==> src/design/black_clamp_pkg.sv <==
/*
 * Constants for the black clamp and output base block: register
 * offsets, field positions, reset values and stream widths.
 * Assumes a 32-bit Wishbone slave with byte addressing.
 */
package black_clamp_pkg;
    // Register byte offsets
    localparam logic [7:0] OFS_OUT_ADDR = 8'h00;
    localparam logic [7:0] OFS_CLAMP = 8'h04;
    localparam logic [7:0] OFS_DC = 8'h08;
    localparam logic [7:0] OFS_COLOR = 8'h0C;
    localparam logic [7:0] OFS_CTRL = 8'h10;
    localparam logic [7:0] OFS_STATUS = 8'h14;
    // Reset values
    localparam logic [31:0] RST_OUT_ADDR = 32'h00000000;
    localparam logic [31:0] RST_CLAMP = 32'h00000000;
    localparam logic [31:0] RST_DC = 32'h00000000;
    localparam logic [31:0] RST_COLOR = 32'h00000000;
    localparam logic [31:0] RST_CTRL = 32'h00000000;
    // Writable bit masks
    localparam logic [31:0] MASK_OUT_ADDR = 32'hFFFFFFE0;
    localparam logic [31:0] MASK_CLAMP = 32'hFFFFFC1F;
    localparam logic [31:0] MASK_DC = 32'h00003FFF;
    localparam logic [31:0] MASK_CTRL = 32'h00000007;
    // Clamp settings fields
    localparam int CL_EN_BIT = 31;
    localparam int CL_LEN_LSB = 28;
    localparam int CL_LN_LSB = 25;
    localparam int CL_ST_LSB = 10;
    localparam int CL_GAIN_LSB = 0;
    localparam int GAIN_FRAC = 4;
    // Control fields
    localparam int CT_FMT_LSB = 0;
    localparam int CT_BT656_BIT = 2;
    localparam logic [1:0] FMT_YUV8 = 2'h2;
    // Largest valid sample code (16 pixels or lines)
    localparam logic [2:0] CODE_MAX = 3'h4;
    // Stream
    localparam int PIX_W = 14;
    localparam int FIFO_DEPTH = 16;
    localparam int FIFO_MARGIN = 4;
    localparam int SUM_W = 22;
    localparam int CNT_W = 16;
    localparam logic [PIX_W-1:0] PIX_MAX = 14'h3FFF;
endpackage

==> src/design/black_clamp_top.sv <==
/*
 * Optical-black clamp, DC subtract, colour pattern tagging and the
 * output start address, with a Wishbone slave and an output FIFO.
 * Assumes pixel and sync inputs synchronous to clk_i.
 */
`timescale 1ns/1ps
`default_nettype none

module pix_fifo #(
    parameter int W = 16,
    parameter int D = 16
) (
    input wire logic clk_i,
    input wire logic rst_i,
    input wire logic in_valid_i,
    output logic in_ready_o,
    input wire logic [W-1:0] in_data_i,
    output logic out_valid_o,
    input wire logic out_ready_i,
    output logic [W-1:0] out_data_o,
    output logic [$clog2(D):0] count_o
);
    localparam int AW = $clog2(D);
    logic [W-1:0] mem [D];
    logic [AW-1:0] wp_reg, wp_next, rp_reg, rp_next;
    logic [AW:0] cnt_reg, cnt_next;
    logic push, pop;

    // Honest full and empty straight from the count
    always_comb begin
        in_ready_o = (cnt_reg != D[AW:0]);
        out_valid_o = (cnt_reg != '0);
        out_data_o = mem[rp_reg];
        count_o = cnt_reg;
        push = in_valid_i & in_ready_o;
        pop = out_valid_o & out_ready_i;
        wp_next = push ? wp_reg + 1'b1 : wp_reg;
        rp_next = pop ? rp_reg + 1'b1 : rp_reg;
        cnt_next = cnt_reg + {{AW{1'b0}}, push} - {{AW{1'b0}}, pop};
    end

    always_ff @(posedge clk_i) begin
        if (rst_i) begin
            wp_reg <= '0;
            rp_reg <= '0;
            cnt_reg <= '0;
        end else begin
            wp_reg <= wp_next;
            rp_reg <= rp_next;
            cnt_reg <= cnt_next;
        end
    end

    // Storage has no reset; only written words are ever read
    always_ff @(posedge clk_i) begin
        if (push) begin
            mem[wp_reg] <= in_data_i;
        end
    end
endmodule

module black_clamp_top (
    input wire logic clk_i,
    input wire logic rst_i,
    input wire logic wb_cyc_i,
    input wire logic wb_stb_i,
    input wire logic wb_we_i,
    input wire logic [7:0] wb_adr_i,
    input wire logic [3:0] wb_sel_i,
    input wire logic [31:0] wb_dat_i,
    output logic [31:0] wb_dat_o,
    output logic wb_ack_o,
    input wire logic pix_valid_i,
    input wire logic [13:0] pix_data_i,
    input wire logic horizontal_sync_i,
    input wire logic vertical_sync_i,
    output logic pix_ready_o,
    output logic out_valid_o,
    input wire logic out_ready_i,
    output logic [13:0] out_data_o,
    output logic [1:0] out_color_o,
    output logic [31:0] output_start_address_o
);
    typedef enum logic [2:0] {
        ST_IDLE = 3'b001,
        ST_COLLECT = 3'b010,
        ST_HOLD = 3'b100
    } avg_state_t;

    localparam int PW = black_clamp_pkg::PIX_W;
    localparam int CW = black_clamp_pkg::CNT_W;
    localparam int SW = black_clamp_pkg::SUM_W;

    // Reserved codes behave as the largest valid one
    function automatic logic [2:0] code_clip(input logic [2:0] c);
        code_clip = (c > black_clamp_pkg::CODE_MAX) ? black_clamp_pkg::CODE_MAX : c;
    endfunction

    function automatic logic [4:0] span(input logic [2:0] c);
        span = 5'h01 << code_clip(c);
    endfunction

    function automatic logic [31:0] merge(input logic [31:0] o, input logic [31:0] n, input logic [3:0] s);
        for (int i = 0; i < 4; i++) begin
            if (s[i]) begin
                o[8*i +: 8] = n[8*i +: 8];
            end
        end
        merge = o;
    endfunction

    // Software registers
    logic [31:0] addr_reg, addr_next, clamp_reg, clamp_next;
    logic [31:0] dc_reg, dc_next, color_reg, color_next, ctrl_reg, ctrl_next;
    logic [31:0] dat_reg, dat_next;
    logic ack_reg, ack_next;
    // Frame-latched copies
    logic [31:0] act_addr_reg, act_addr_next;
    logic act_en_reg, act_en_next;
    logic [2:0] act_len_reg, act_len_next, act_ln_reg, act_ln_next;
    logic [14:0] act_st_reg, act_st_next;
    logic [4:0] act_gain_reg, act_gain_next;
    logic [PW-1:0] act_dc_reg, act_dc_next;
    // Stream state
    logic vs_d_reg, hs_d_reg, vs_rise, hs_rise;
    logic [CW-1:0] pix_cnt_reg, pix_cnt_next, line_cnt_reg, line_cnt_next;
    logic [SW-1:0] sum_reg, sum_next;
    logic [PW-1:0] black_reg, black_next;
    avg_state_t state_reg, state_next;
    logic st_valid_reg, st_valid_next;
    logic [PW+1:0] st_reg, st_next;
    logic rdy_reg, rdy_next;
    logic ov_reg, ov_next;
    logic [PW+1:0] od_reg, od_next;
    // Combinational helpers
    logic take, hit, no_clip, last_line;
    logic [PW-1:0] sub, res, avg;
    logic [PW:0] diff;
    logic [18:0] prod;
    logic [31:0] gain_ref;
    logic [CW-1:0] rel;
    logic [1:0] color;
    logic [3:0] sh;
    logic f_ready, f_ovalid, f_pop;
    logic [PW+1:0] f_odata;
    logic [$clog2(black_clamp_pkg::FIFO_DEPTH):0] f_count;
    logic wr, rd;

    // Bus slave: ack one cycle after the strobe; a write lands on the ack edge
    always_comb begin
        wr = wb_cyc_i & wb_stb_i & wb_we_i & ack_reg;
        rd = wb_cyc_i & wb_stb_i & ~wb_we_i & ~ack_reg;
        ack_next = wb_cyc_i & wb_stb_i & ~ack_reg;
        addr_next = addr_reg;
        clamp_next = clamp_reg;
        dc_next = dc_reg;
        color_next = color_reg;
        ctrl_next = ctrl_reg;
        dat_next = 32'h00000000;
        if (wr) begin
            case (wb_adr_i)
                black_clamp_pkg::OFS_OUT_ADDR: addr_next = merge(addr_reg, wb_dat_i, wb_sel_i)
                    & black_clamp_pkg::MASK_OUT_ADDR;
                black_clamp_pkg::OFS_CLAMP: clamp_next = merge(clamp_reg, wb_dat_i, wb_sel_i)
                    & black_clamp_pkg::MASK_CLAMP;
                black_clamp_pkg::OFS_DC: dc_next = merge(dc_reg, wb_dat_i, wb_sel_i)
                    & black_clamp_pkg::MASK_DC;
                black_clamp_pkg::OFS_COLOR: color_next = merge(color_reg, wb_dat_i, wb_sel_i);
                black_clamp_pkg::OFS_CTRL: ctrl_next = merge(ctrl_reg, wb_dat_i, wb_sel_i)
                    & black_clamp_pkg::MASK_CTRL;
                default: ;
            endcase
        end
        // Unmapped reads return zero and still get an ack
        if (rd) begin
            case (wb_adr_i)
                black_clamp_pkg::OFS_OUT_ADDR: dat_next = addr_reg;
                black_clamp_pkg::OFS_CLAMP: dat_next = clamp_reg;
                black_clamp_pkg::OFS_DC: dat_next = dc_reg;
                black_clamp_pkg::OFS_COLOR: dat_next = color_reg;
                black_clamp_pkg::OFS_CTRL: dat_next = ctrl_reg;
                black_clamp_pkg::OFS_STATUS: dat_next = {14'h0000, state_reg == ST_COLLECT,
                    act_en_reg, 2'h0, black_reg};
                default: dat_next = 32'h00000000;
            endcase
        end
    end

    always_ff @(posedge clk_i) begin
        if (rst_i) begin
            addr_reg <= black_clamp_pkg::RST_OUT_ADDR;
            clamp_reg <= black_clamp_pkg::RST_CLAMP;
            dc_reg <= black_clamp_pkg::RST_DC;
            color_reg <= black_clamp_pkg::RST_COLOR;
            ctrl_reg <= black_clamp_pkg::RST_CTRL;
            dat_reg <= 32'h00000000;
            ack_reg <= 1'b0;
        end else begin
            addr_reg <= addr_next;
            clamp_reg <= clamp_next;
            dc_reg <= dc_next;
            color_reg <= color_next;
            ctrl_reg <= ctrl_next;
            dat_reg <= dat_next;
            ack_reg <= ack_next;
        end
    end

    // Address, clamp and DC settings apply only from a vertical sync edge; control and colour act at once
    always_comb begin
        vs_rise = vertical_sync_i & ~vs_d_reg;
        hs_rise = horizontal_sync_i & ~hs_d_reg;
        act_addr_next = vs_rise ? addr_reg : act_addr_reg;
        act_en_next = vs_rise ? clamp_reg[black_clamp_pkg::CL_EN_BIT] : act_en_reg;
        act_len_next = vs_rise ? clamp_reg[black_clamp_pkg::CL_LEN_LSB +: 3] : act_len_reg;
        act_ln_next = vs_rise ? clamp_reg[black_clamp_pkg::CL_LN_LSB +: 3] : act_ln_reg;
        act_st_next = vs_rise ? clamp_reg[black_clamp_pkg::CL_ST_LSB +: 15] : act_st_reg;
        act_gain_next = vs_rise ? clamp_reg[black_clamp_pkg::CL_GAIN_LSB +: 5] : act_gain_reg;
        act_dc_next = vs_rise ? dc_reg[PW-1:0] : act_dc_reg;
    end

    always_ff @(posedge clk_i) begin
        if (rst_i) begin
            vs_d_reg <= 1'b0;
            hs_d_reg <= 1'b0;
            act_addr_reg <= black_clamp_pkg::RST_OUT_ADDR;
            act_en_reg <= 1'b0;
            act_len_reg <= 3'h0;
            act_ln_reg <= 3'h0;
            act_st_reg <= 15'h0000;
            act_gain_reg <= 5'h00;
            act_dc_reg <= 14'h0000;
        end else begin
            vs_d_reg <= vertical_sync_i;
            hs_d_reg <= horizontal_sync_i;
            act_addr_reg <= act_addr_next;
            act_en_reg <= act_en_next;
            act_len_reg <= act_len_next;
            act_ln_reg <= act_ln_next;
            act_st_reg <= act_st_next;
            act_gain_reg <= act_gain_next;
            act_dc_reg <= act_dc_next;
        end
    end

    // Black window, averaging and pixel correction
    always_comb begin
        take = pix_valid_i & rdy_reg;
        rel = pix_cnt_reg - {1'b0, act_st_reg};
        hit = (state_reg == ST_COLLECT) & take & (pix_cnt_reg >= {1'b0, act_st_reg})
            & (rel < {11'h000, span(act_len_reg)})
            & (line_cnt_reg != '0) & (line_cnt_reg <= {11'h000, span(act_ln_reg)});
        last_line = (line_cnt_reg == {11'h000, span(act_ln_reg)});
        sh = {1'b0, code_clip(act_len_reg)} + {1'b0, code_clip(act_ln_reg)};
        avg = PW'(sum_reg >> sh);
        prod = avg * act_gain_reg;
        gain_ref = ((32'(sum_reg) >> sh) * 32'(act_gain_reg)) >> black_clamp_pkg::GAIN_FRAC;
        sub = act_en_reg ? black_reg : act_dc_reg;
        diff = {1'b0, pix_data_i} - {1'b0, sub};
        no_clip = (ctrl_reg[black_clamp_pkg::CT_FMT_LSB +: 2] == black_clamp_pkg::FMT_YUV8)
            | ctrl_reg[black_clamp_pkg::CT_BT656_BIT];
        res = (diff[PW] & ~no_clip) ? '0 : diff[PW-1:0];
        color = color_reg[{line_cnt_reg[1:0] - 2'h1, pix_cnt_reg[1:0], 1'b0} +: 2];
        pix_cnt_next = hs_rise ? '0 : (take ? pix_cnt_reg + 1'b1 : pix_cnt_reg);
        line_cnt_next = vs_rise ? '0 : (hs_rise ? line_cnt_reg + 1'b1 : line_cnt_reg);
        sum_next = hit ? sum_reg + {8'h00, pix_data_i} : sum_reg;
        black_next = black_reg;
        state_next = state_reg;
        case (state_reg)
            ST_IDLE, ST_HOLD: begin
                if (vs_rise && act_en_next) begin
                    state_next = ST_COLLECT;
                    sum_next = '0;
                end
            end
            ST_COLLECT: begin
                if (vs_rise) begin
                    state_next = act_en_next ? ST_COLLECT : ST_IDLE;
                    sum_next = '0;
                end else if (hs_rise && last_line) begin
                    // Scaled level saturates since gain may approach two
                    black_next = prod[18] ? black_clamp_pkg::PIX_MAX
                        : prod[PW+black_clamp_pkg::GAIN_FRAC-1:black_clamp_pkg::GAIN_FRAC];
                    state_next = ST_HOLD;
                end
            end
            default: state_next = ST_IDLE;
        endcase
        st_valid_next = take;
        st_next = take ? {color, res} : st_reg;
        // Ready leaves room for pixels already in flight
        rdy_next = f_count <= 5'(black_clamp_pkg::FIFO_DEPTH - black_clamp_pkg::FIFO_MARGIN);
        f_pop = ~ov_reg | out_ready_i;
        ov_next = f_pop ? f_ovalid : ov_reg;
        od_next = (f_pop && f_ovalid) ? f_odata : od_reg;
    end

    always_ff @(posedge clk_i) begin
        if (rst_i) begin
            pix_cnt_reg <= '0;
            line_cnt_reg <= '0;
            sum_reg <= '0;
            black_reg <= '0;
            state_reg <= ST_IDLE;
            st_valid_reg <= 1'b0;
            st_reg <= '0;
            rdy_reg <= 1'b0;
            ov_reg <= 1'b0;
            od_reg <= '0;
        end else begin
            pix_cnt_reg <= pix_cnt_next;
            line_cnt_reg <= line_cnt_next;
            sum_reg <= sum_next;
            black_reg <= black_next;
            state_reg <= state_next;
            st_valid_reg <= st_valid_next;
            st_reg <= st_next;
            rdy_reg <= rdy_next;
            ov_reg <= ov_next;
            od_reg <= od_next;
        end
    end

    pix_fifo #(.W(PW + 2), .D(black_clamp_pkg::FIFO_DEPTH)) u_fifo (
        .clk_i(clk_i),
        .rst_i(rst_i),
        .in_valid_i(st_valid_reg),
        .in_ready_o(f_ready),
        .in_data_i(st_reg),
        .out_valid_o(f_ovalid),
        .out_ready_i(f_pop),
        .out_data_o(f_odata),
        .count_o(f_count)
    );

    // Every output straight from a flop
    always_comb begin
        wb_dat_o = dat_reg;
        wb_ack_o = ack_reg;
        pix_ready_o = rdy_reg;
        out_valid_o = ov_reg;
        out_data_o = od_reg[PW-1:0];
        out_color_o = od_reg[PW +: 2];
        output_start_address_o = act_addr_reg;
    end
endmodule

`default_nettype wire

==> config.mk <==
export PLATFORM = sky130hd
export DESIGN_NAME = black_clamp_top
export DESIGN_NICKNAME = d
export VERILOG_FILES = /design/src/design/black_clamp_pkg.sv /design/src/design/black_clamp_top.sv
export SDC_FILE = /design/constraint.sdc
export NUM_CORES = 1
export LEC_CHECK = 0
export ABC_AREA = 0
export ABC_CLOCK_PERIOD_IN_PS = 6600
export BUFFER_PORTS_ARGS = -buffer_cell sky130_fd_sc_hd__buf_4
export CORE_MARGIN = 5
export CORE_UTILIZATION = 39
export CTS_BUF_LIST = sky130_fd_sc_hd__clkbuf_8
export DETAILED_ROUTE_END_ITERATION = 12
export MAX_ROUTING_LAYER = met4
export PLACE_DENSITY_LB_ADDON = 0.25
export SETUP_SLACK_MARGIN = 0.02
export SYNTH_ARGS = -nofsm -noshare
export SYNTH_HDL_FRONTEND = slang
export SYNTH_SLANG_ARGS = --single-unit
==> constraint.sdc <==
create_clock -name clk_i -period 6.6 [get_ports clk_i]
set_input_delay 1.32 -clock clk_i [delete_from_list [all_inputs] [get_ports clk_i]]
set_output_delay 1.32 -clock clk_i [all_outputs]
set_load 0.02 [all_outputs]
# Word-level counts from Yosys, hierarchy flattened
# Memory sizes are Yosys's and may differ from the RTL's. A register that Yosys moved wholly into a read port is not among the register bits.
# Index checks and enable logic that the tools add are counted.
[totals] ram_bits=256 reg_bits=309 inputBits=67 n_memories=1 wordCells=146
[classes] n_eq_ne=13 n_bitwise=27 muxes=18 n_shift=4 add_sub_neg=11 order_cmp=6 mul=1 reduce_logical=27
[mem_list] name="u_fifo.mem" depth=16 word_bits=16 rd=1 rd_ports_with_merged_regs=1 write_ports=1 line_no="black_clamp_top.sv:24" text="logic [W-1:0] mem [D];"
[op_table] op="$pmux W32 S6" count=1
[op_table] op="$mux W22" count=3
[op_table] op="$reduce_and A3 Y1" count=16
[op_table] op="$pmux W22 S2" count=1
[op_table] op="$mux W14" count=3
[op_table] op="$add A16 B1 Y16 const B" count=2
[op_table] op="$shiftx A32 B6 Y2" count=1
[op_table] op="$add A22 B14 Y22" count=1
[op_table] op="$shr A22 B4 Y14" count=1
[op_table] op="$mul A14 B5 Y19" count=1
[op_table] op="$and A1 B1 Y1" count=17
[op_table] op="$eq A16 B5 Y1" count=1
[op_table] op="$eq A8 B4 Y1 const B" count=2
[op_table] op="$eq A8 B5 Y1 const B" count=2
[op_table] op="$ge A16 B15 Y1" count=1
[op_table] op="$le A16 B5 Y1" count=1
[op_table] op="$lt A16 B5 Y1" count=1
[op_table] op="$reduce_bool A16 Y1" count=1
[op_table] op="$sub A16 B15 Y16" count=1
[op_table] op="$mux W3" count=5
[op_table] op="$sub A14 B14 Y15" count=1
[op_table] op="$shl A1 B3 Y5 const A" count=2
[op_table] op="$add A4 B1 Y4 const B" count=2
[op_table] op="$eq A8 B3 Y1 const B" count=1
[op_table] op="other kinds (23)" count=39

# Depth between registers and ports, before layout
[logic_depth] ltp_word=10 mapped_depth=29 ltp_nobuf=27

# Cells and area by module
# Synthesis repeated with hierarchy kept, for this count alone.
[hier_totals] hier_cells=2538 hier_area_um2=27900.5
[modules_own_cells] mod="black_clamp_top" instances=1 area_each_um2=17380.4 cells_each=2035
[modules_own_cells] mod="pix_fifo" instances=1 area_each_um2=10520.1 cells_each=503

# Worst setup path after synthesis
# Ideal clock, no wire load.
[synth_path] kind="reg2reg" from="register act_len_reg[2]" to="register black_reg[3]" path_slack_ps=-101 setup_ps=131 path_buffers=2 required_ps=6469 synth_period_minus_slack_ps=6701 arrival_ps=6570 stages_incl_launch_ff=28 path_cell_list="dfxtp_1 -> nor2b_1 -> inv_1 -> fa_1 -> nor2b_1 -> or2_1 -> buf_1 -> clkbuf_1 -> nand2_1 -> a311oi_1 -> a21oi_1 -> and2_1 -> fa_1 -> fa_1 -> inv_1 -> fa_1 -> inv_1 -> ha_1 -> a21oi_1 -> nor2_1 -> o21a_1 -> o21ai_0 -> o211ai_1 -> a221o_1 -> a41oi_4 -> mux2i_4 -> o21ai_2 -> nor3b_2"
[synth_via] elab_chain_len=6
[synth_lines] element="from (decl)" line_no="black_clamp_top.sv:120" text="logic [2:0] act_len_reg, act_len_next, act_ln_reg, act_ln_next;"
[synth_lines] element="from (signal assigned)" line_no="black_clamp_top.sv:238" text="act_len_reg <= act_len_next;"
[synth_lines] element="$gt A3 B3 Y1" line_no="black_clamp_top.sv:96" text="code_clip = (c > black_clamp_pkg::CODE_MAX) ? black_clamp_pkg::CODE_MAX : c;"
[synth_lines] element="$mux W3 (*)" line_no="black_clamp_top.sv:96"
[synth_lines] element="$add A3 B3 Y4 (*)" line_no="black_clamp_top.sv:254" text="sh = {1'b0, code_clip(act_len_reg)} + {1'b0, code_clip(act_ln_reg)};"
[synth_lines] element="$shr A22 B4 Y14 (*)" line_no="black_clamp_top.sv:255" text="avg = PW'(sum_reg >> sh);"
[synth_lines] element="$mul A14 B5 Y19 (*)" line_no="black_clamp_top.sv:256" text="prod = avg * act_gain_reg;"
[synth_lines] element="$mux W14 (*)" line_no="black_clamp_top.sv:282" text="black_next = prod[18] ? black_clamp_pkg::PIX_MAX"
[synth_lines] element="to (signal assigned)" line_no="black_clamp_top.sv:314" text="black_reg <= black_next;"
[synth_lines] element="to (decl)" line_no="black_clamp_top.sv:128" text="logic [PW-1:0] black_reg, black_next;"
# Every way passes the cells marked *; elsewhere a longest branch is shown, timed or not.
# A chain may end at the register's enable or synchronous reset.

# Final worst setup path
[layout_path] from="register act_len_reg[2]" to="register black_reg[12]"
# The elaborated chain is that of the path after synthesis.

==> impl_results.html <==
<table>
<tr><th>Metric</th><th>Value</th></tr>
<tr><th colspan="2">Floorplanning</th></tr>
<tr><td>I/O pins</td><td>150</td></tr>
<tr><td>Y dimension of the die</td><td>278.1 um</td></tr>
<tr><td>Overall die area</td><td>77340 um2</td></tr>
<tr><td>Initial cell density of the core</td><td>39.28%</td></tr>
<tr><td>Site Rows</td><td>98</td></tr>
<tr><td>Die X</td><td>278.1 um</td></tr>
<tr><td>Area of the core</td><td>71360 um2</td></tr>
<tr><th colspan="2">Finish</th></tr>
<tr><td>Synthesis-to-finish area growth</td><td>15.95%</td></tr>
<tr><td>Share of final-layout standard cells stronger than drive strength 1</td><td>19.70%</td></tr>
<tr><td>Post-layout net count</td><td>2894</td></tr>
<tr><td>Final core area utilization</td><td>45.55%</td></tr>
<tr><td>Filler cell count</td><td>6660</td></tr>
<tr><td>Flip-flop count of the largest register, all copies and words added</td><td>256</td></tr>
<tr><th colspan="2">Worst setup path</th></tr>
<tr><td>Slowest cell delay on critical path</td><td>560 ps</td></tr>
<tr><td>Crit path buffers/inverters</td><td>5</td></tr>
<tr><td>Required arrival time at the worst endpoint</td><td>7170 ps</td></tr>
<tr><td>Worst path most repeated cell</td><td>sky130_fd_sc_hd__fa_1</td></tr>
<tr><td>Endpoint arrival time on the critical path</td><td>6900 ps</td></tr>
<tr><td>Crit path launch type</td><td>register</td></tr>
<tr><td>Crit path max-delay family</td><td>adder cells</td></tr>
<tr><td>Largest fanout on the critical path</td><td>6</td></tr>
<tr><td>Slowest cell on the critical path</td><td>sky130_fd_sc_hd__fa_1</td></tr>
<tr><td>CP endpoint kind</td><td>register</td></tr>
<tr><td>Kind of critical path</td><td>reg2reg</td></tr>
<tr><th colspan="2">Clock tree</th></tr>
<tr><td>Number of sinks driven by the clock tree</td><td>581</td></tr>
<tr><td>Clock latency at the later pin of the worst-skew pair</td><td>690 ps</td></tr>
<tr><td>Clock tree from TritonCTS</td><td>yes</td></tr>
<tr><td>Post-CTS clock slew at the launch and capture registers of the worst setup and hold paths</td><td>60 ps</td></tr>
<tr><td>Hold bufs inserted after CTS</td><td>0</td></tr>
<tr><td>Number of buffers created by CTS</td><td>95</td></tr>
<tr><td>Max Root-Sink Buffers</td><td>3</td></tr>
<tr><td>Root buf cell</td><td>sky130_fd_sc_hd__clkbuf_8</td></tr>
<tr><td>Number of H-tree levels</td><td>3</td></tr>
<tr><th colspan="2">STA</th></tr>
<tr><td>Slew margin rel.</td><td>26.98%</td></tr>
<tr><td>Final hold violations</td><td>0</td></tr>
<tr><td>Hold_ws</td><td>454.1 ps</td></tr>
<tr><td>Least-Margin Pin Slew</td><td>1086 ps</td></tr>
<tr><td>Final Critical Period</td><td>6326 ps</td></tr>
<tr><td>Final setup violating endpoints</td><td>0</td></tr>
<tr><td>Final clock skew</td><td>42.32 ps</td></tr>
<tr><td>Count of final max-slew check failures</td><td>0</td></tr>
<tr><td>Period Utilization, post-route</td><td>95.85%</td></tr>
<tr><td>Setup repair after global routing missed its margin</td><td>yes</td></tr>
<tr><td>Total Negative Setup Slacks</td><td>0 ps</td></tr>
<tr><td>Highest Clock Rate</td><td>158.1 MHz</td></tr>
<tr><th colspan="2">Power</th></tr>
<tr><td>Net switching fraction of the power</td><td>27.22%</td></tr>
<tr><td>Clock network fraction of total power</td><td>36.4%</td></tr>
<tr><td>Total power divided by cell area</td><td>252.8 nW/um2</td></tr>
<tr><td>Peak supply drop</td><td>159.5 uV</td></tr>
<tr><td>Net switching component of the power</td><td>2.237 mW</td></tr>
<tr><td>Portion of total power attributed to combinational logic</td><td>14.4%</td></tr>
<tr><td>Internal</td><td>5.979 mW</td></tr>
<tr><td>Total leakage power</td><td>12.35 nW</td></tr>
<tr><td>Part of the power in registers</td><td>49.2%</td></tr>
<tr><th colspan="2">Yosys</th></tr>
<tr><td>Cell taking the most area after synthesis</td><td>sky130_fd_sc_hd__edfxtp_1</td></tr>
<tr><td>Number of flops mapped to enable cells by yosys</td><td>256</td></tr>
<tr><td>Library cell with the highest instance count after synthesis</td><td>sky130_fd_sc_hd__dfxtp_1</td></tr>
<tr><td>Post-synthesis sequential element count</td><td>581</td></tr>
<tr><td>Primary flip-flop cell chosen by synthesis mapping</td><td>sky130_fd_sc_hd__dfxtp_1</td></tr>
<tr><td>Sequential fraction of the synthesis area</td><td>50.63%</td></tr>
<tr><td>Top area cells in the synthesized netlist</td><td>sky130_fd_sc_hd__edfxtp_1 27%, sky130_fd_sc_hd__dfxtp_1 23%, sky130_fd_sc_hd__mux4_2 7.9%, sky130_fd_sc_hd__mux2i_1 5.9%, sky130_fd_sc_hd__ha_1 4.2%</td></tr>
<tr><td>Synth Instances</td><td>2496</td></tr>
<tr><td>Commonest cells in the synthesized netlist</td><td>325 x sky130_fd_sc_hd__dfxtp_1, 289 x sky130_fd_sc_hd__nor2_1, 287 x sky130_fd_sc_hd__nand2_1, 256 x sky130_fd_sc_hd__edfxtp_1, 166 x sky130_fd_sc_hd__mux2i_1</td></tr>
<tr><td>Warnings, synthesis</td><td>0</td></tr>
<tr><td>Distinct cell type count after synthesis</td><td>90</td></tr>
<tr><td>Area of the mapped netlist</td><td>28030 um2</td></tr>
<tr><td>Area share of the largest cell type after synthesis</td><td>27.42%</td></tr>
<tr><td>Post-synthesis async set-or-reset flop share</td><td>0%</td></tr>
<tr><td>Mean instance size in the synthesized netlist</td><td>11.23 um2</td></tr>
<tr><th colspan="2">Run status</th></tr>
<tr><td>Run status</td><td>finished, final reports clean</td></tr>
<tr><th colspan="2">Drt</th></tr>
<tr><td>Ratio of routed vias to standard cells</td><td>5.339</td></tr>
<tr><td>Post-route ant nets</td><td>0</td></tr>
<tr><td>Post-route DRC</td><td>0</td></tr>
<tr><td>DRC marker count from the first detailed-route iteration</td><td>1526</td></tr>
<tr><td>Routed wire length per instance</td><td>20.65 um</td></tr>
<tr><td>Final WL</td><td>76.84 mm</td></tr>
<tr><td>Routed vias</td><td>19870</td></tr>
<tr><td>Initial DRT Pass Iterations</td><td>5</td></tr>
<tr><th colspan="2">Global route</th></tr>
<tr><td>Vias in the first global route</td><td>19880</td></tr>
<tr><td>Sum of overflow across all layers after global routing</td><td>0</td></tr>
<tr><td>First-pass GRT wire length</td><td>117.9 mm</td></tr>
<tr><td>Total Routing Usage GR</td><td>19.89%</td></tr>
<tr><td>Largest net degree at the start of global routing</td><td>93</td></tr>
<tr><td>Antenna violations before repair</td><td>5</td></tr>
<tr><th colspan="2">Place</th></tr>
<tr><td>RD Place Congestion</td><td>0.8860</td></tr>
<tr><td>Buffers added on ports</td><td>144</td></tr>
<tr><td>Half-perimeter wire length after detailed placement</td><td>54.09 mm</td></tr>
<tr><th colspan="2">Flow run</th></tr>
<tr><td>Max capacitance violation total</td><td>0</td></tr>
<tr><th colspan="2">Hold path</th></tr>
<tr><td>Min-Delay Path Class</td><td>reg2reg</td></tr>
</table>
-- cell type report --
type                       instances  area (um2)  area share, %
clock inverter                    67       364.1          1.120
clock buffer                     105        1445          4.446
timing repair buffer             228        1745          5.370
multi-input combinational       1679       13140          40.44
antenna                            4       10.01        0.03080
tap                              950        1189          3.657
inverter                         107       401.6          1.236
sequential                       581       14200          43.70
-- logic make-up after synthesis --
| family | synth area share (%) |
|---|---|
| DFF | 50.63 |
| AOI/OAI and AO/OA | 9.315 |
| buffers and inverters | 3.392 |
| other | 0.01338 |
| and+or+nand+nor | 13.12 |
| muxes | 14.05 |
| xor gates and xnor gates | 2.379 |
| adders and majority gates | 7.097 |
-- placed cells by master, fill, tap and decap left out, types with 8 or more instances in the layout --
master                     Yosys  final
sky130_fd_sc_hd__nand2b_1     21     20
sky130_fd_sc_hd__a22oi_1      38     37
sky130_fd_sc_hd__a21oi_1     157    150
sky130_fd_sc_hd__nand3_1      29     28
sky130_fd_sc_hd__inv_1       106    148
sky130_fd_sc_hd__a211oi_2     14     14
sky130_fd_sc_hd__a22o_1       24     24
sky130_fd_sc_hd__or3_1        12     12
sky130_fd_sc_hd__nor3_2        1      8
sky130_fd_sc_hd__nand4_1      15     15
sky130_fd_sc_hd__nor3_1       26     19
sky130_fd_sc_hd__buf_4         5    222
sky130_fd_sc_hd__fa_1         40     38
sky130_fd_sc_hd__mux2i_1     166    165
sky130_fd_sc_hd__mux4_2       98     98
sky130_fd_sc_hd__and3_1       16     16
sky130_fd_sc_hd__clkbuf_8      0    106
sky130_fd_sc_hd__edfxtp_1    256    256
sky130_fd_sc_hd__nor2b_1      30     27
sky130_fd_sc_hd__a21oi_2       1      8
sky130_fd_sc_hd__clkinv_1      0     11
sky130_fd_sc_hd__dfxtp_1     325    320
sky130_fd_sc_hd__xnor2_1      33     32
sky130_fd_sc_hd__and2_1       51     47
sky130_fd_sc_hd__o21ai_0      40     37
sky130_fd_sc_hd__nand2_1     287    287
sky130_fd_sc_hd__xor2_1       40     40
sky130_fd_sc_hd__ha_1         95     92
sky130_fd_sc_hd__a21o_1       24     24
sky130_fd_sc_hd__nor2_1      289    287
sky130_fd_sc_hd__a31oi_1      11     11
-- what timing repair did --
| item | CTS | global route |
|---|---|---|
| setup buffers | 2 | 8 |
| gates cloned | 0 | 0 |
| gates resized for setup | 8 | 42 |
| pin swaps | 2 | 25 |
| endpoints found under the setup margin | 14 | 14 |
-- layer usage --
metal,track usage (%),vias to the layer above,wire (um)
met1,27.40,9850,35180
met5,-,-,0
met3,3.582,98,4676
met2,30.60,586,35530
li1,-,9331,-
met4,5.389,0,1455
-- stage by stage --
step / instances / setup WS (ps) / power (mW) / instance area, um2
global placement: 3535 / 37.68 / 5.307 / 30390
CTS: 3709 / 20.75 / 8.331 / 32230
global route: 3721 / 4.553 / 8.616 / 32500
detailed placement: 3535 / -133.6 / 5.332 / 30390
floorplan: 2500 / 43.31 / 4.894 / 28050
finish: 3721 / 274.2 / 8.216 / 32500
-- power by group through the flow --
stage | clock network (mW) | logic, mW | registers, mW
3_5_place_dp | 0 | 1.20 | 4.13
2_1_floorplan | 0 | 0.848 | 4.05
6_report | 2.99 | 1.18 | 4.04
3_3_place_gp | 0 | 1.19 | 4.12
4_1_cts | 3.07 | 1.21 | 4.05
5_1_grt | 3.26 | 1.29 | 4.07
-- worst reg2reg max path: cells and delay by family (launching register included) --
| family | cells | cell delay, ps |
|---|---|---|
| adder cells (fa/ha/maj) | 5 | 2270 |
| AND/OR/NAND/NOR | 10 | 1940 |
| AO/OA/AOI/OAI | 3 | 600 |
| buffers and inverters | 5 | 520 |
| multiplexers | 1 | 370 |
| flip-flops | 1 | 360 |
| XOR/XNOR | 1 | 180 |
-- worst paths after layout --
check	startpoint	to	slack [ps]	cells after the start
worst max-delay path	act_len_reg[2]$_SDFFE_PP0P_	black_reg[12]$_SDFFE_PP0P_	270	25
worst min register to register	output_start_address_o[10]$_SDFFE_PP0P_	output_start_address_o[10]$_SDFFE_PP0P_	450	2
worst max register to register	act_len_reg[2]$_SDFFE_PP0P_	black_reg[12]$_SDFFE_PP0P_	270	25
worst min-delay path	output_start_address_o[10]$_SDFFE_PP0P_	output_start_address_o[10]$_SDFFE_PP0P_	450	2
(Power assumes the default switching activity.)
